===== config.mk =====
export PLATFORM = sky130hd
export DESIGN_NAME = igo_init_override
export DESIGN_NICKNAME = d
export VERILOG_FILES = /design/src/include/igo_pkg.sv /design/src/verilog/igo_init_override.sv
export VERILOG_INCLUDE_DIRS = /design/src /design/src/include
export SDC_FILE = /design/constraint.sdc
export NUM_CORES = 1
export LEC_CHECK = 0
export BUFFER_PORTS_ARGS = -buffer_cell sky130_fd_sc_hd__buf_2
export CAP_MARGIN = 20
export CORE_ASPECT_RATIO = 1.5
export CORE_UTILIZATION = 35
export DETAILED_ROUTE_END_ITERATION = 10
export GPL_TIMING_DRIVEN = 0
export SYNTH_ARGS = -nofsm -noshare
export SYNTH_HDL_FRONTEND = slang
export SYNTH_SLANG_ARGS = --single-unit

===== constraint.sdc =====
create_clock -name clk_sys -period 2.4 [get_ports clk_sys]
set_clock_uncertainty 0.2 [all_clocks]
set_input_delay 0.24 -clock clk_sys [delete_from_list [all_inputs] [get_ports clk_sys]]
set_output_delay 0.24 -clock clk_sys [all_outputs]
set_load 0.02 [all_outputs]

===== src/include/igo_defs.svh =====
// constants for the init status and global override block
`ifndef IGO_DEFS_SVH
`define IGO_DEFS_SVH
`define IGO_INIT_CYCLES 16'h0020
`define IGO_CNT_ZERO 16'h0000
`define IGO_CNT_ONE 16'h0001
`endif


===== src/include/igo_pkg.sv =====
// types for the init status and global override block
package igo_pkg;
    typedef enum logic [1:0] {
        ST_UNCONF,
        ST_CONFIG,
        ST_INIT,
        ST_USER
    } igo_phase_e;
    // open-drain pin as three signals
    typedef struct packed {
        logic in;
        logic out;
        logic oe;
    } igo_pin_s;
    // module state
    typedef struct packed {
        logic cfg_n_m;
        logic cfg_n_s;
        logic usr_clk_m;
        logic usr_clk_s;
        logic usr_clk_p;
        logic oe_m;
        logic oe_s;
        logic clr_m;
        logic clr_s;
        logic done_drive;
        logic user_mode;
        logic [15:0] cnt;
        igo_phase_e phase;
    } igo_state_s;
endpackage


===== src/verilog/igo_init_override.sv =====
// init status pin, start-up clocking and device-wide output/clear override
`timescale 1ns/1ps
`include "igo_defs.svh"

module igo_init_override #(
    parameter int NUM_IO = 8,                      // user i/o count
    parameter logic [15:0] INIT_CYCLES = `IGO_INIT_CYCLES // init length in pacing ticks
) (
    input wire logic clk_sys,                      // system clock
    input wire logic sys_rst,                      // async reset, active high
    input wire logic config_request_n,             // pin, low holds configuration
    input wire logic cfg_data_done,                // config data fully loaded
    input wire logic frame1_valid,                 // first frame strobe
    input wire logic opt_usr_clk_en,               // option: use start-up clock
    input wire logic opt_done_en,                  // option: done output enabled
    input wire logic opt_oe_en,                    // option: global output enable pin
    input wire logic opt_clr_en,                   // option: global clear pin
    input wire logic user_startup_clock,           // pin, start-up pacing clock
    input wire logic global_output_enable,         // pin, low tri-states i/o
    input wire logic global_clear_n,               // pin, low clears registers
    input wire logic [NUM_IO-1:0] design_oe,       // design output enables
    output logic [NUM_IO-1:0] io_oe,               // final i/o enables
    output logic design_clear,                     // clear to design registers
    output logic done_out,                         // done pin output value
    output logic done_oe,                          // done pin drive enable
    output logic in_user_mode                      // device in user mode
);
    // ----------------------------------------
    // state
    // ----------------------------------------
    igo_pkg::igo_state_s s_q, s_d; // registered and next state
    logic tick;                    // pacing tick

    // ----------------------------------------
    // next state
    // ----------------------------------------
    // pin inputs cost two cycles of latency; overrides are level controls,
    // so that delay is traded for freedom from metastable reads
    // synchronisers: first stage only feeds second stage
    always_comb begin
        s_d = s_q;
        s_d.cfg_n_m = config_request_n;
        s_d.cfg_n_s = s_q.cfg_n_m;
        s_d.usr_clk_m = user_startup_clock;
        s_d.usr_clk_s = s_q.usr_clk_m;
        s_d.usr_clk_p = s_q.usr_clk_s;
        s_d.oe_m = global_output_enable;
        s_d.oe_s = s_q.oe_m;
        s_d.clr_m = global_clear_n;
        s_d.clr_s = s_q.clr_m;
        // pacing: rising edge of start-up clock, else every system clock
        tick = opt_usr_clk_en ? (s_q.usr_clk_s & ~s_q.usr_clk_p) : 1'b1;
        if (!s_q.cfg_n_s) begin
            // configuration request low: phase back to ST_CONFIG, count and user mode cleared, pin floats
            s_d.phase = igo_pkg::ST_CONFIG;
            s_d.done_drive = 1'b0;
            s_d.user_mode = 1'b0;
            s_d.cnt = `IGO_CNT_ZERO;
        end else begin
            case (s_q.phase)
                igo_pkg::ST_UNCONF: begin
                    // leave power-up state once request is released
                    s_d.phase = igo_pkg::ST_CONFIG;
                end
                igo_pkg::ST_CONFIG: begin
                    // option bit lands with first frame
                    if (frame1_valid && opt_done_en) begin
                        s_d.done_drive = 1'b1;
                    end
                    // config data complete: start the init count
                    if (cfg_data_done) begin
                        s_d.phase = igo_pkg::ST_INIT;
                        s_d.cnt = INIT_CYCLES;
                    end
                end
                igo_pkg::ST_INIT: begin
                    // devices sharing the pacing clock finish together
                    if (tick) begin
                        if (s_q.cnt <= `IGO_CNT_ONE) begin
                            s_d.phase = igo_pkg::ST_USER;
                            s_d.done_drive = 1'b0;
                            s_d.user_mode = 1'b1;
                            s_d.cnt = `IGO_CNT_ZERO;
                        end else begin
                            // one pacing tick consumed
                            s_d.cnt = s_q.cnt - `IGO_CNT_ONE;
                        end
                    end
                end
                igo_pkg::ST_USER: begin
                    // stays here until request goes low again
                    s_d.user_mode = 1'b1;
                end
                default: begin
                    // unreachable encoding: restart safely
                    s_d.phase = igo_pkg::ST_UNCONF;
                end
            endcase
        end
    end

    // ----------------------------------------
    // registers
    // ----------------------------------------
    // override pins idle high after reset so nothing is forced by accident
    // request synchroniser resets low: first two edges act as request held
    always_ff @(posedge clk_sys or posedge sys_rst) begin
        if (sys_rst) begin
            s_q <= '{cfg_n_m: 1'b0, cfg_n_s: 1'b0, usr_clk_m: 1'b0, usr_clk_s: 1'b0,
                     usr_clk_p: 1'b0, oe_m: 1'b1, oe_s: 1'b1, clr_m: 1'b1,
                     clr_s: 1'b1, done_drive: 1'b0, user_mode: 1'b0,
                     cnt: `IGO_CNT_ZERO, phase: igo_pkg::ST_UNCONF};
        end else begin
            s_q <= s_d;
        end
    end

    // ----------------------------------------
    // outputs
    // ----------------------------------------
    // override only when its option is on; otherwise pin is ordinary i/o
    genvar gi;
    generate
        for (gi = 0; gi < NUM_IO; gi++) begin : g_io
            // low tri-states, high passes design enable
            assign io_oe[gi] = design_oe[gi] & (~opt_oe_en | s_q.oe_s);
        end
    endgenerate
    assign design_clear = opt_clr_en & ~s_q.clr_s;
    // high level comes from the board pull-up, never from this pin
    assign done_out = 1'b0;                 // open drain: only ever pulls low
    assign done_oe = s_q.done_drive;
    assign in_user_mode = s_q.user_mode;

    // ----------------------------------------
    // assertions
    // ----------------------------------------
    // request low releases the done pin on the next edge
    property p_float_in_request;
        @(posedge clk_sys) disable iff (sys_rst)
        !s_q.cfg_n_s |=> !done_oe;
    endproperty
    a_float_in_request: assert property (p_float_in_request) else $error("done driven");

    // first frame with the option set pulls done low
    property p_first_frame;
        @(posedge clk_sys) disable iff (sys_rst)
        (s_q.cfg_n_s && s_q.phase == igo_pkg::ST_CONFIG && frame1_valid && opt_done_en)
            |=> done_oe;
    endproperty
    a_first_frame: assert property (p_first_frame) else $error("done not driven low");

    // entering user mode coincides with release of done
    property p_release_user;
        @(posedge clk_sys) disable iff (sys_rst)
        $rose(in_user_mode) |-> !done_oe;
    endproperty
    a_release_user: assert property (p_release_user) else $error("done held in user mode");

    // pin low two edges ago, through the synchroniser, tri-states all
    property p_oe_off;
        @(posedge clk_sys) disable iff (sys_rst)
        (opt_oe_en && !$past(global_output_enable, 2) && !$past(sys_rst, 2))
            |-> (io_oe == '0);
    endproperty
    a_oe_off: assert property (p_oe_off) else $error("i/o not tri-stated");

    // enable high passes the design enables untouched
    property p_oe_on;
        @(posedge clk_sys) disable iff (sys_rst)
        (opt_oe_en && s_q.oe_s) |-> (io_oe == design_oe);
    endproperty
    a_oe_on: assert property (p_oe_on) else $error("i/o enable altered");

    // option is read in the same cycle as the clear, since it may change
    property p_clr_pin;
        @(posedge clk_sys) disable iff (sys_rst)
        (opt_clr_en && !$past(global_clear_n, 2) && !$past(sys_rst, 2))
            |-> design_clear;
    endproperty
    a_clr_pin: assert property (p_clr_pin) else $error("clear not forced");

    // clear pin high never forces a clear
    property p_clr_free;
        @(posedge clk_sys) disable iff (sys_rst)
        (opt_clr_en && s_q.clr_s) |-> !design_clear;
    endproperty
    a_clr_free: assert property (p_clr_free) else $error("clear forced while high");

    // options off: both pins behave as ordinary i/o
    property p_opts_off;
        @(posedge clk_sys) disable iff (sys_rst)
        (!opt_oe_en && !opt_clr_en) |-> (io_oe == design_oe) && !design_clear;
    endproperty
    a_opts_off: assert property (p_opts_off) else $error("override while option off");

    // with the user clock on, no tick means no progress
    property p_paced;
        @(posedge clk_sys) disable iff (sys_rst)
        (s_q.phase == igo_pkg::ST_INIT && opt_usr_clk_en && s_q.cfg_n_s
            && !(s_q.usr_clk_s && !s_q.usr_clk_p)) |=> $stable(s_q.cnt);
    endproperty
    a_paced: assert property (p_paced) else $error("init advanced without tick");

    // main scenarios: user mode, done driven, tri-state, clear, abort
    c_user: cover property (@(posedge clk_sys) disable iff (sys_rst) $rose(in_user_mode));
    c_drive: cover property (@(posedge clk_sys) disable iff (sys_rst) $rose(done_oe));
    c_tri: cover property (@(posedge clk_sys) disable iff (sys_rst) opt_oe_en && !s_q.oe_s);
    c_clr: cover property (@(posedge clk_sys) disable iff (sys_rst) design_clear);
    c_abort: cover property (@(posedge clk_sys) disable iff (sys_rst) done_oe && !s_q.cfg_n_s);
endmodule


# Yosys cells after proc, flatten, opt, wreduce, memory -nomap -nowiden
# Index checks and enable logic that the tools add are counted.
# op_classes
n_mul,0
reduce_logical,6
shifts,0
eq_ne,10
addsub,1
mux,12
bitwise,14
div,0
n_lt_le_gt_ge,1
# op_table
op,n
2-to-1 mux 20 bit,2
one-hot mux 16 bit (2 select lines),1
2-to-1 mux 18 bit,1
"<= comparator 16 x 1 -> 1 bit, second input constant",1
2-to-1 mux 16 bit,1
"subtractor 16 x 1 -> 16 bit, second input constant",1
"inequality test 3 bit, second input constant",4
bitwise AND 1 bit,10
AND reduction 4 bit,2
"inequality test 3 x 1 -> 1 bit, second input constant",2
one-hot mux 2 bit (3 select lines),1
AND reduction 3 bit,2
"== test 2 bit, second input constant",2
2-to-1 mux 2 bit,2
"inequality test 4 x 1 -> 1 bit, second input constant",1
one-hot mux 1 bit (2 select lines),2
inverter 1 bit,3
"== test 2 x 1 -> 1 bit, second input constant",1
zero test 2 bit,1
2-to-1 mux 1 bit,2
logical AND 1 bit,1
bitwise OR 1 bit,1
# word_totals
wordCells,57
ram_bits,0
regBits,29
latch_bits,0
mem_bits_ro,0
memories,0

# Depth between registers and ports, before layout
# Gate-level depths: netlist (run 1).
# logic_depth
word_depth,6
depth_mapped,9
ltp_nobuf,7

# Worst setup path after synthesis (run 1)
# No wires, ideal clock.
# synth_timing
path_type,register to register
from,register s_q[0] (netlist bit)
to,register s_q[14] (netlist bit)
stages_incl_launch_ff,10
arrival_ns,1.752
n_path_buf,2
t_required_ns,2.079
setup_ns,0.121
path_slack_ns,0.327
cell_sequence,dfrtp_1 > inv_1 > ha_1 > buf_2 > and2b_1 > o32a_1 > o211ai_2 > buf_6 > nor2_1 > a22o_1
# synth_via
elab_chain_len,3
word_cells_on_any_way,8
classes_between,eq/ne (5); mux (2); reduce/logical (1)
# synth_lines
item,line,rtl
from (decl),igo_init_override.sv:31,"igo_pkg::igo_state_s s_q, s_d;"
from (signal assigned),igo_init_override.sv:109,"s_q <= '{cfg_n_m: 1'b0, cfg_n_s: 1'b0, usr_clk_m: 1'b0, usr_clk_s: 1'b0,"
== test 2 bit / == test 2 x 1 -> 1 bit (equally long branches),igo_init_override.sv:60,case (s_q.phase)
"inequality test 3 x 1 -> 1 bit (no source line), or another cell as far along",-,
AND reduction 3 bit (no source line) / 2-to-1 mux 20 bit (equally long branches),-,
# Parallel ways exist; a longest one is shown, timed or not.
# A chain may end at the register's enable or synchronous reset.

# Final worst setup path (run 1)
# Same ends and word-level chain as after synthesis.

==> flow_metrics.tcl, run 1 <==
set metrics [dict create \
    status "finished, violations left" \
    failed_checks "DRC" \
    power.total_w 0.00194 \
    core_area_um2 4320 \
    fillers 419 \
    grt_pass1_vias 1360 \
    post-route-period-util 0.951 \
    required_ns 2.36 \
    crit_arrival_ns 2.25 \
    wirelength_um 3290 \
    hold_depth 0 \
    startpoint_type "register" \
    chipWidth_um 57.3 \
    yosys-mux-area-fraction 0.0133 \
    synthAdderAreaFrac 0.0546 \
    grt_max_degree 23 \
    layout-drive-gt1-share 0.270 \
    reg2reg_depth 9 \
    worstSkewPairLatency_ns 0.28 \
    maxCapViolCount 0 \
    netlist.area_leader.share 0.390 \
    first_pass_iters 8 \
    multiInputGateArea_um2 807 \
    synth-edff-count 0 \
    seq_area_frac_synth 0.456 \
    drv_slew 0 \
    min-delay-start "s_d[25]" \
    fin_tns_setup_ns 0 \
    post_cts_buffers 0 \
    synth_top_family_by_area "simple AND/OR/NAND/NOR gates" \
    place_hpwl_um 2490 \
    cts_tree "built" \
    start_util 0.371 \
    diodes 0 \
    die_y_um 84.9 \
    final-setup-viol-count 0 \
    drtIter0Drc 41 \
    numCtsBuffers 5 \
    synthToLayoutAreaGrowth_pct 24.9 \
    reg2reg_setup_slack_ns 0.12 \
    portBuffers 30 \
    fmax_ghz 0.438 \
    grt_antenna_before_repair 0 \
    synth.area.top_cells "dfrtp_1 (39%), dfstp_2 (6.6%), ha_1 (5.5%)" \
    hp-class "reg2reg" \
    reg2reg_from "s_q[0]" \
    final_common_cell "buf_2" \
    reg2reg_to "s_q[14]" \
    ant_nets 0 \
    hold-path-endpoint "s_d[24]" \
    critPathMaxFanout 10 \
    vias 1356 \
    synthXorXnorAreaFrac 0 \
    drc 6 \
    synthFlopType "dfrtp_1" \
    hold_viol 0 \
    io_pins 32 \
    grt_remaining_overflow 0 \
    ys_ff_latch 29 \
    p_leak_nw 0.990 \
    ys_types 42 \
    rsz0062_at_grt "false" \
    layout.nets 237 \
    synth-simple-area-share 0.237 \
    synth_compound_area_frac 0.189 \
    syn_nets 194 \
    cts.sinks 29 \
    globalplace.congestion 0.782 \
    yosys_warnings 0 \
    path_clk_slew_ns 0.06 \
    htree_num_levels 2 \
    cts_root_buf "clkbuf_8" \
    max-clock-path-buffers 2 \
    path_class "reg2reg" \
    postSynthCellCount 167 \
    final-seq-area_um2 731 \
    routedWlPerCell_um 12.8 \
    async_reset_ff_frac 1.00 \
    pwr_density_cell_nw_per_um2 969 \
    syn_avg_cell_area_um2 9.61 \
    cp-end-kind "register" \
    final_cell_mix "buf_2 (32), dfrtp_1 (25), nor2_1 (14)" \
    rows 29 \
    die-area_um2 4860 \
    ir_drop_v 0.000396 \
    yosysTopAreaCell "dfrtp_1" \
    via_per_inst 5.28 \
    grt_usage 0.156 \
    fin_crit_ns 2.28 \
    grt_pass1_wl_um 5890 \
    syn-cell-area_um2 1600 \
]
[synthesized netlist by cell type, types with 2 or more instances]
library cell	count
ha_1	7
o21ai_1	2
nor2b_1	2
o21a_1	3
a22o_1	3
o2bb2ai_1	4
nand2_1	11
or3_1	3
a21oi_1	5
and3_1	2
and2_1	10
nand3_1	4
dfstp_2	4
dfrtp_1	25
nor4_1	4
buf_4	2
nor2_1	14
nand2b_1	4
a21o_1	4
o31ai_1	3
nor3_1	6
inv_1	10
nor3_2	2
o21ai_0	13
o22ai_1	2
buf_2	2
[critical path, stage by stage (launching register included)]
cell	delay, ns
dfrtp_1	0.41
inv_1	0.08
ha_1	0.19
buf_2	0.16
and2b_1	0.22
o32a_1	0.33
o211ai_2	0.09
buf_6	0.17
nor2_1	0.07
a22o_1	0.24
[per-layer routing]
metal / vias up / routed length, um / track usage
li1: 676 / - / -
met3: 7 / 150 / 0.0351
met1: 638 / 1280 / 0.158
met2: 35 / 1800 / 0.299
met5: - / 0 / 0
met4: 0 / 57 / 0.0621
[where the power goes]
part,internal [W],switching (W),total [W]
registers,0.000569,0.0000815,0.000650
clock network,0.000258,0.000179,0.000438
logic,0.000350,0.000503,0.000853
total,0.00118,0.000763,0.00194
[area by class of cell]
class | instances | share of cell area
timing repair buffer | 36 | 0.114
inverter | 10 | 0.0187
buffer | 6 | 0.0206
clock inverter | 1 | 0.00250
sequential | 29 | 0.365
multi-input combinational | 122 | 0.403
clock buffer | 7 | 0.0481
tap | 46 | 0.0287
[worst max path at each step]
| stage | to | startpoint |
|---|---|---|
| after floorplan | s_q[14] | s_q[0] |
| after global placement | s_q[13] | s_q[2] |
| after detailed placement | s_q[13] | s_q[2] |
| after CTS | s_q[13] | s_q[2] |
| after global routing | s_q[14] | s_q[0] |
| final | s_q[14] | s_q[0] |
[cell families after synthesis]
family          Yosys count
simple gates             68
compound gates           44
flops                    29
buf+inv                  16
fa+ha+maj                 7
mux                       2
other cells               1
[per-stage QoR]
stage	std cells	area [um2]	hold WS [ns]	util	setup slack (ns)
3_5_place_dp	244	1840	0.0358	0.426	0.0157
3_3_place_gp	243	1810	0.132	0.420	0.0691
4_1_cts	257	1990	0.155	0.461	0.0297
2_1_floorplan	167	1600	0.0445	-	0.327
5_1_grt	257	2000	0.160	0.464	0.00761
6_report	257	2000	0.153	0.464	0.117
[sequential cells by signal, indices dropped and copies added (netlist names)]
signal        count
done_oe           1
in_user_mode      1
s_q              22
s_d               5
[timing repair]
action / in CTS / in global routing
hold buffers: 5 / 0
endpoints found under the hold margin: 8 / 0
resized for setup: 0 / 4
setup endpoints to repair: 0 / 11
No activity file was read; power rests on OpenSTA's default activity.
==> run 2: changes to the inputs <==
Clock period 2.4 ns to 1.89 ns, I/O delays scaled along.
==> flow_metrics.tcl, run 2 (synthesis results as in run 1) <==
set metrics [dict create \
    status "finished, violations left" \
    failed_checks "DRC, setup timing" \
    cp_slowest_cell "dfrtp_1" \
    path_buf_inv 2 \
    place_hpwl_um 2510 \
    post-route-period-util 1.08 \
    startpoint_type "register" \
    wirelength_um 4080 \
    fillers 374 \
    multiInputGateArea_um2 1000 \
    final_cell_mix "buf_2 (31), buf_4 (22), dfrtp_1 (22)" \
    final-setup-viol-count 19 \
    vias 1468 \
    numCtsBuffers 5 \
    chipWidth_um 57.3 \
    pwr_density_cell_nw_per_um2 1290 \
    grt_antenna_before_repair 0 \
    start_util 0.371 \
    core_area_um2 4320 \
    cts_tree "built" \
    ir_drop_v 0.000399 \
    hold_viol 0 \
    die_y_um 84.9 \
    p_leak_nw 1.15 \
    htree_num_levels 2 \
    ant_nets 0 \
    first_pass_iters 7 \
    largest_reg_flops 22 \
    critPathTopFamily "compound AO/OA/AOI/OAI gates" \
    cts_root_buf "clkbuf_8" \
    fmax_ghz 0.488 \
    via_per_inst 5.22 \
    layout-drive-gt1-share 0.464 \
    layout.nets 261 \
    path_clk_slew_ns 0.06 \
    fin_cells 281 \
    grt_remaining_overflow 0 \
    final-seq-area_um2 734 \
    max-clock-path-buffers 2 \
    path_class "reg2reg" \
    grt_pass1_vias 1471 \
    worstSkewPairLatency_ns 0.28 \
    drv_slew 0 \
    max_stage_delay_ns 0.41 \
    routedWlPerCell_um 14.5 \
    rows 29 \
    grt_pass1_wl_um 6600 \
    hp-class "reg2reg" \
    whs_ns 0.152 \
    required_ns 1.86 \
    diodes 0 \
    drtIter0Drc 61 \
    crit_arrival_ns 2.02 \
    portBuffers 30 \
    rsz0062_at_grt "true" \
    io_pins 32 \
    drc 7 \
    die-area_um2 4860 \
    cts.sinks 29 \
    cp-end-kind "register" \
    grt_max_degree 22 \
    path_cells "inv_2 -> ha_4 -> and2b_2 -> o32a_1 -> o211ai_2 -> buf_6 -> nor2_4 -> a22o_1" \
    fin_crit_ns 2.05 \
    grt_usage 0.176 \
    post-route-util 0.554 \
    top_register "s_q" \
    globalplace.congestion 0.773 \
    synthToLayoutAreaGrowth_pct 49.1 \
    maxCapViolCount 0 \
    setup_slack_ns -0.158 \
    dp_cells 244 \
    final_common_cell "buf_2" \
    critPathMaxFanout 8 \
]
-- run 2: worst register-to-register path, stage by stage (launching register included) --
cell and delay (ns):
dfrtp_1 0.41, inv_2 0.08, ha_4 0.20, and2b_2 0.21, o32a_1 0.31, o211ai_2 0.08, buf_6 0.17, nor2_4 0.04
a22o_1 0.23
-- run 2: through the flow --
stage	setup TNS (ns)	setup WS (ns)	area [um2]	total power, W
2_1_floorplan	-0.803	-0.146	1620	0.00167
3_3_place_gp	-4.62	-0.355	1830	0.00191
3_5_place_dp	-4.87	-0.372	1860	0.00192
4_1_cts	-1.36	-0.137	2260	0.00289
5_1_grt	-3.39	-0.241	2390	0.00330
6_report	-1.80	-0.158	2390	0.00310
-- run 2: final timing paths --
kind                       endpoint  slack (ns)  cells past startpoint    start
max in group asynchronous   s_q[20]        0.72                      4  sys_rst
max                         s_q[14]       -0.16                      8   s_q[0]
max reg2reg                 s_q[14]       -0.16                      8   s_q[0]
min                         s_q[27]        0.15                      0  s_d[27]
min reg2reg                 s_q[27]        0.15                      0  s_d[27]
min in group asynchronous    s_q[2]        0.25                      3  sys_rst
-- run 2: where the power goes --
| group | switching [W] | internal [W] | leakage (nW) |
|---|---|---|---|
| Combinational | 0.000918 | 0.000840 | 0.738 |
| Clock | 0.000247 | 0.000253 | 0.0439 |
| Sequential | 0.000113 | 0.000727 | 0.365 |
| Total | 0.00128 | 0.00182 | 1.15 |
-- run 2: layout make-up --
type,instances,area share
Multi-Input combinational cell,122,0.419
Sequential cell,29,0.307
Timing Repair Buffer,61,0.180
Clock buffer,5,0.0288
Tap cell,46,0.0241
Buffer,5,0.0178
Inverter,10,0.0157
Clock inverter,3,0.00732
-- run 2: routing by layer --
| metal | vias up | track usage | share of wire |
|---|---|---|---|
| met5 | - | 0 | 0 |
| met4 | 0 | 0.0665 | 0.017 |
| met3 | 7 | 0.0335 | 0.041 |
| li1 | 721 | - | - |
| met2 | 40 | 0.334 | 0.56 |
| met1 | 700 | 0.188 | 0.38 |
-- run 2: timing repair --
| action | in CTS | in global routing |
|---|---|---|
| buffers inserted | 16 | 8 |
| cloned | 1 | 0 |
| gates resized for setup | 35 | 14 |
| setup endpoints to repair | 20 | 20 |
| pin swaps | 12 | 9 |
| hold endpoints to repair | 12 | 0 |
| hold buffers | 5 | 0 |
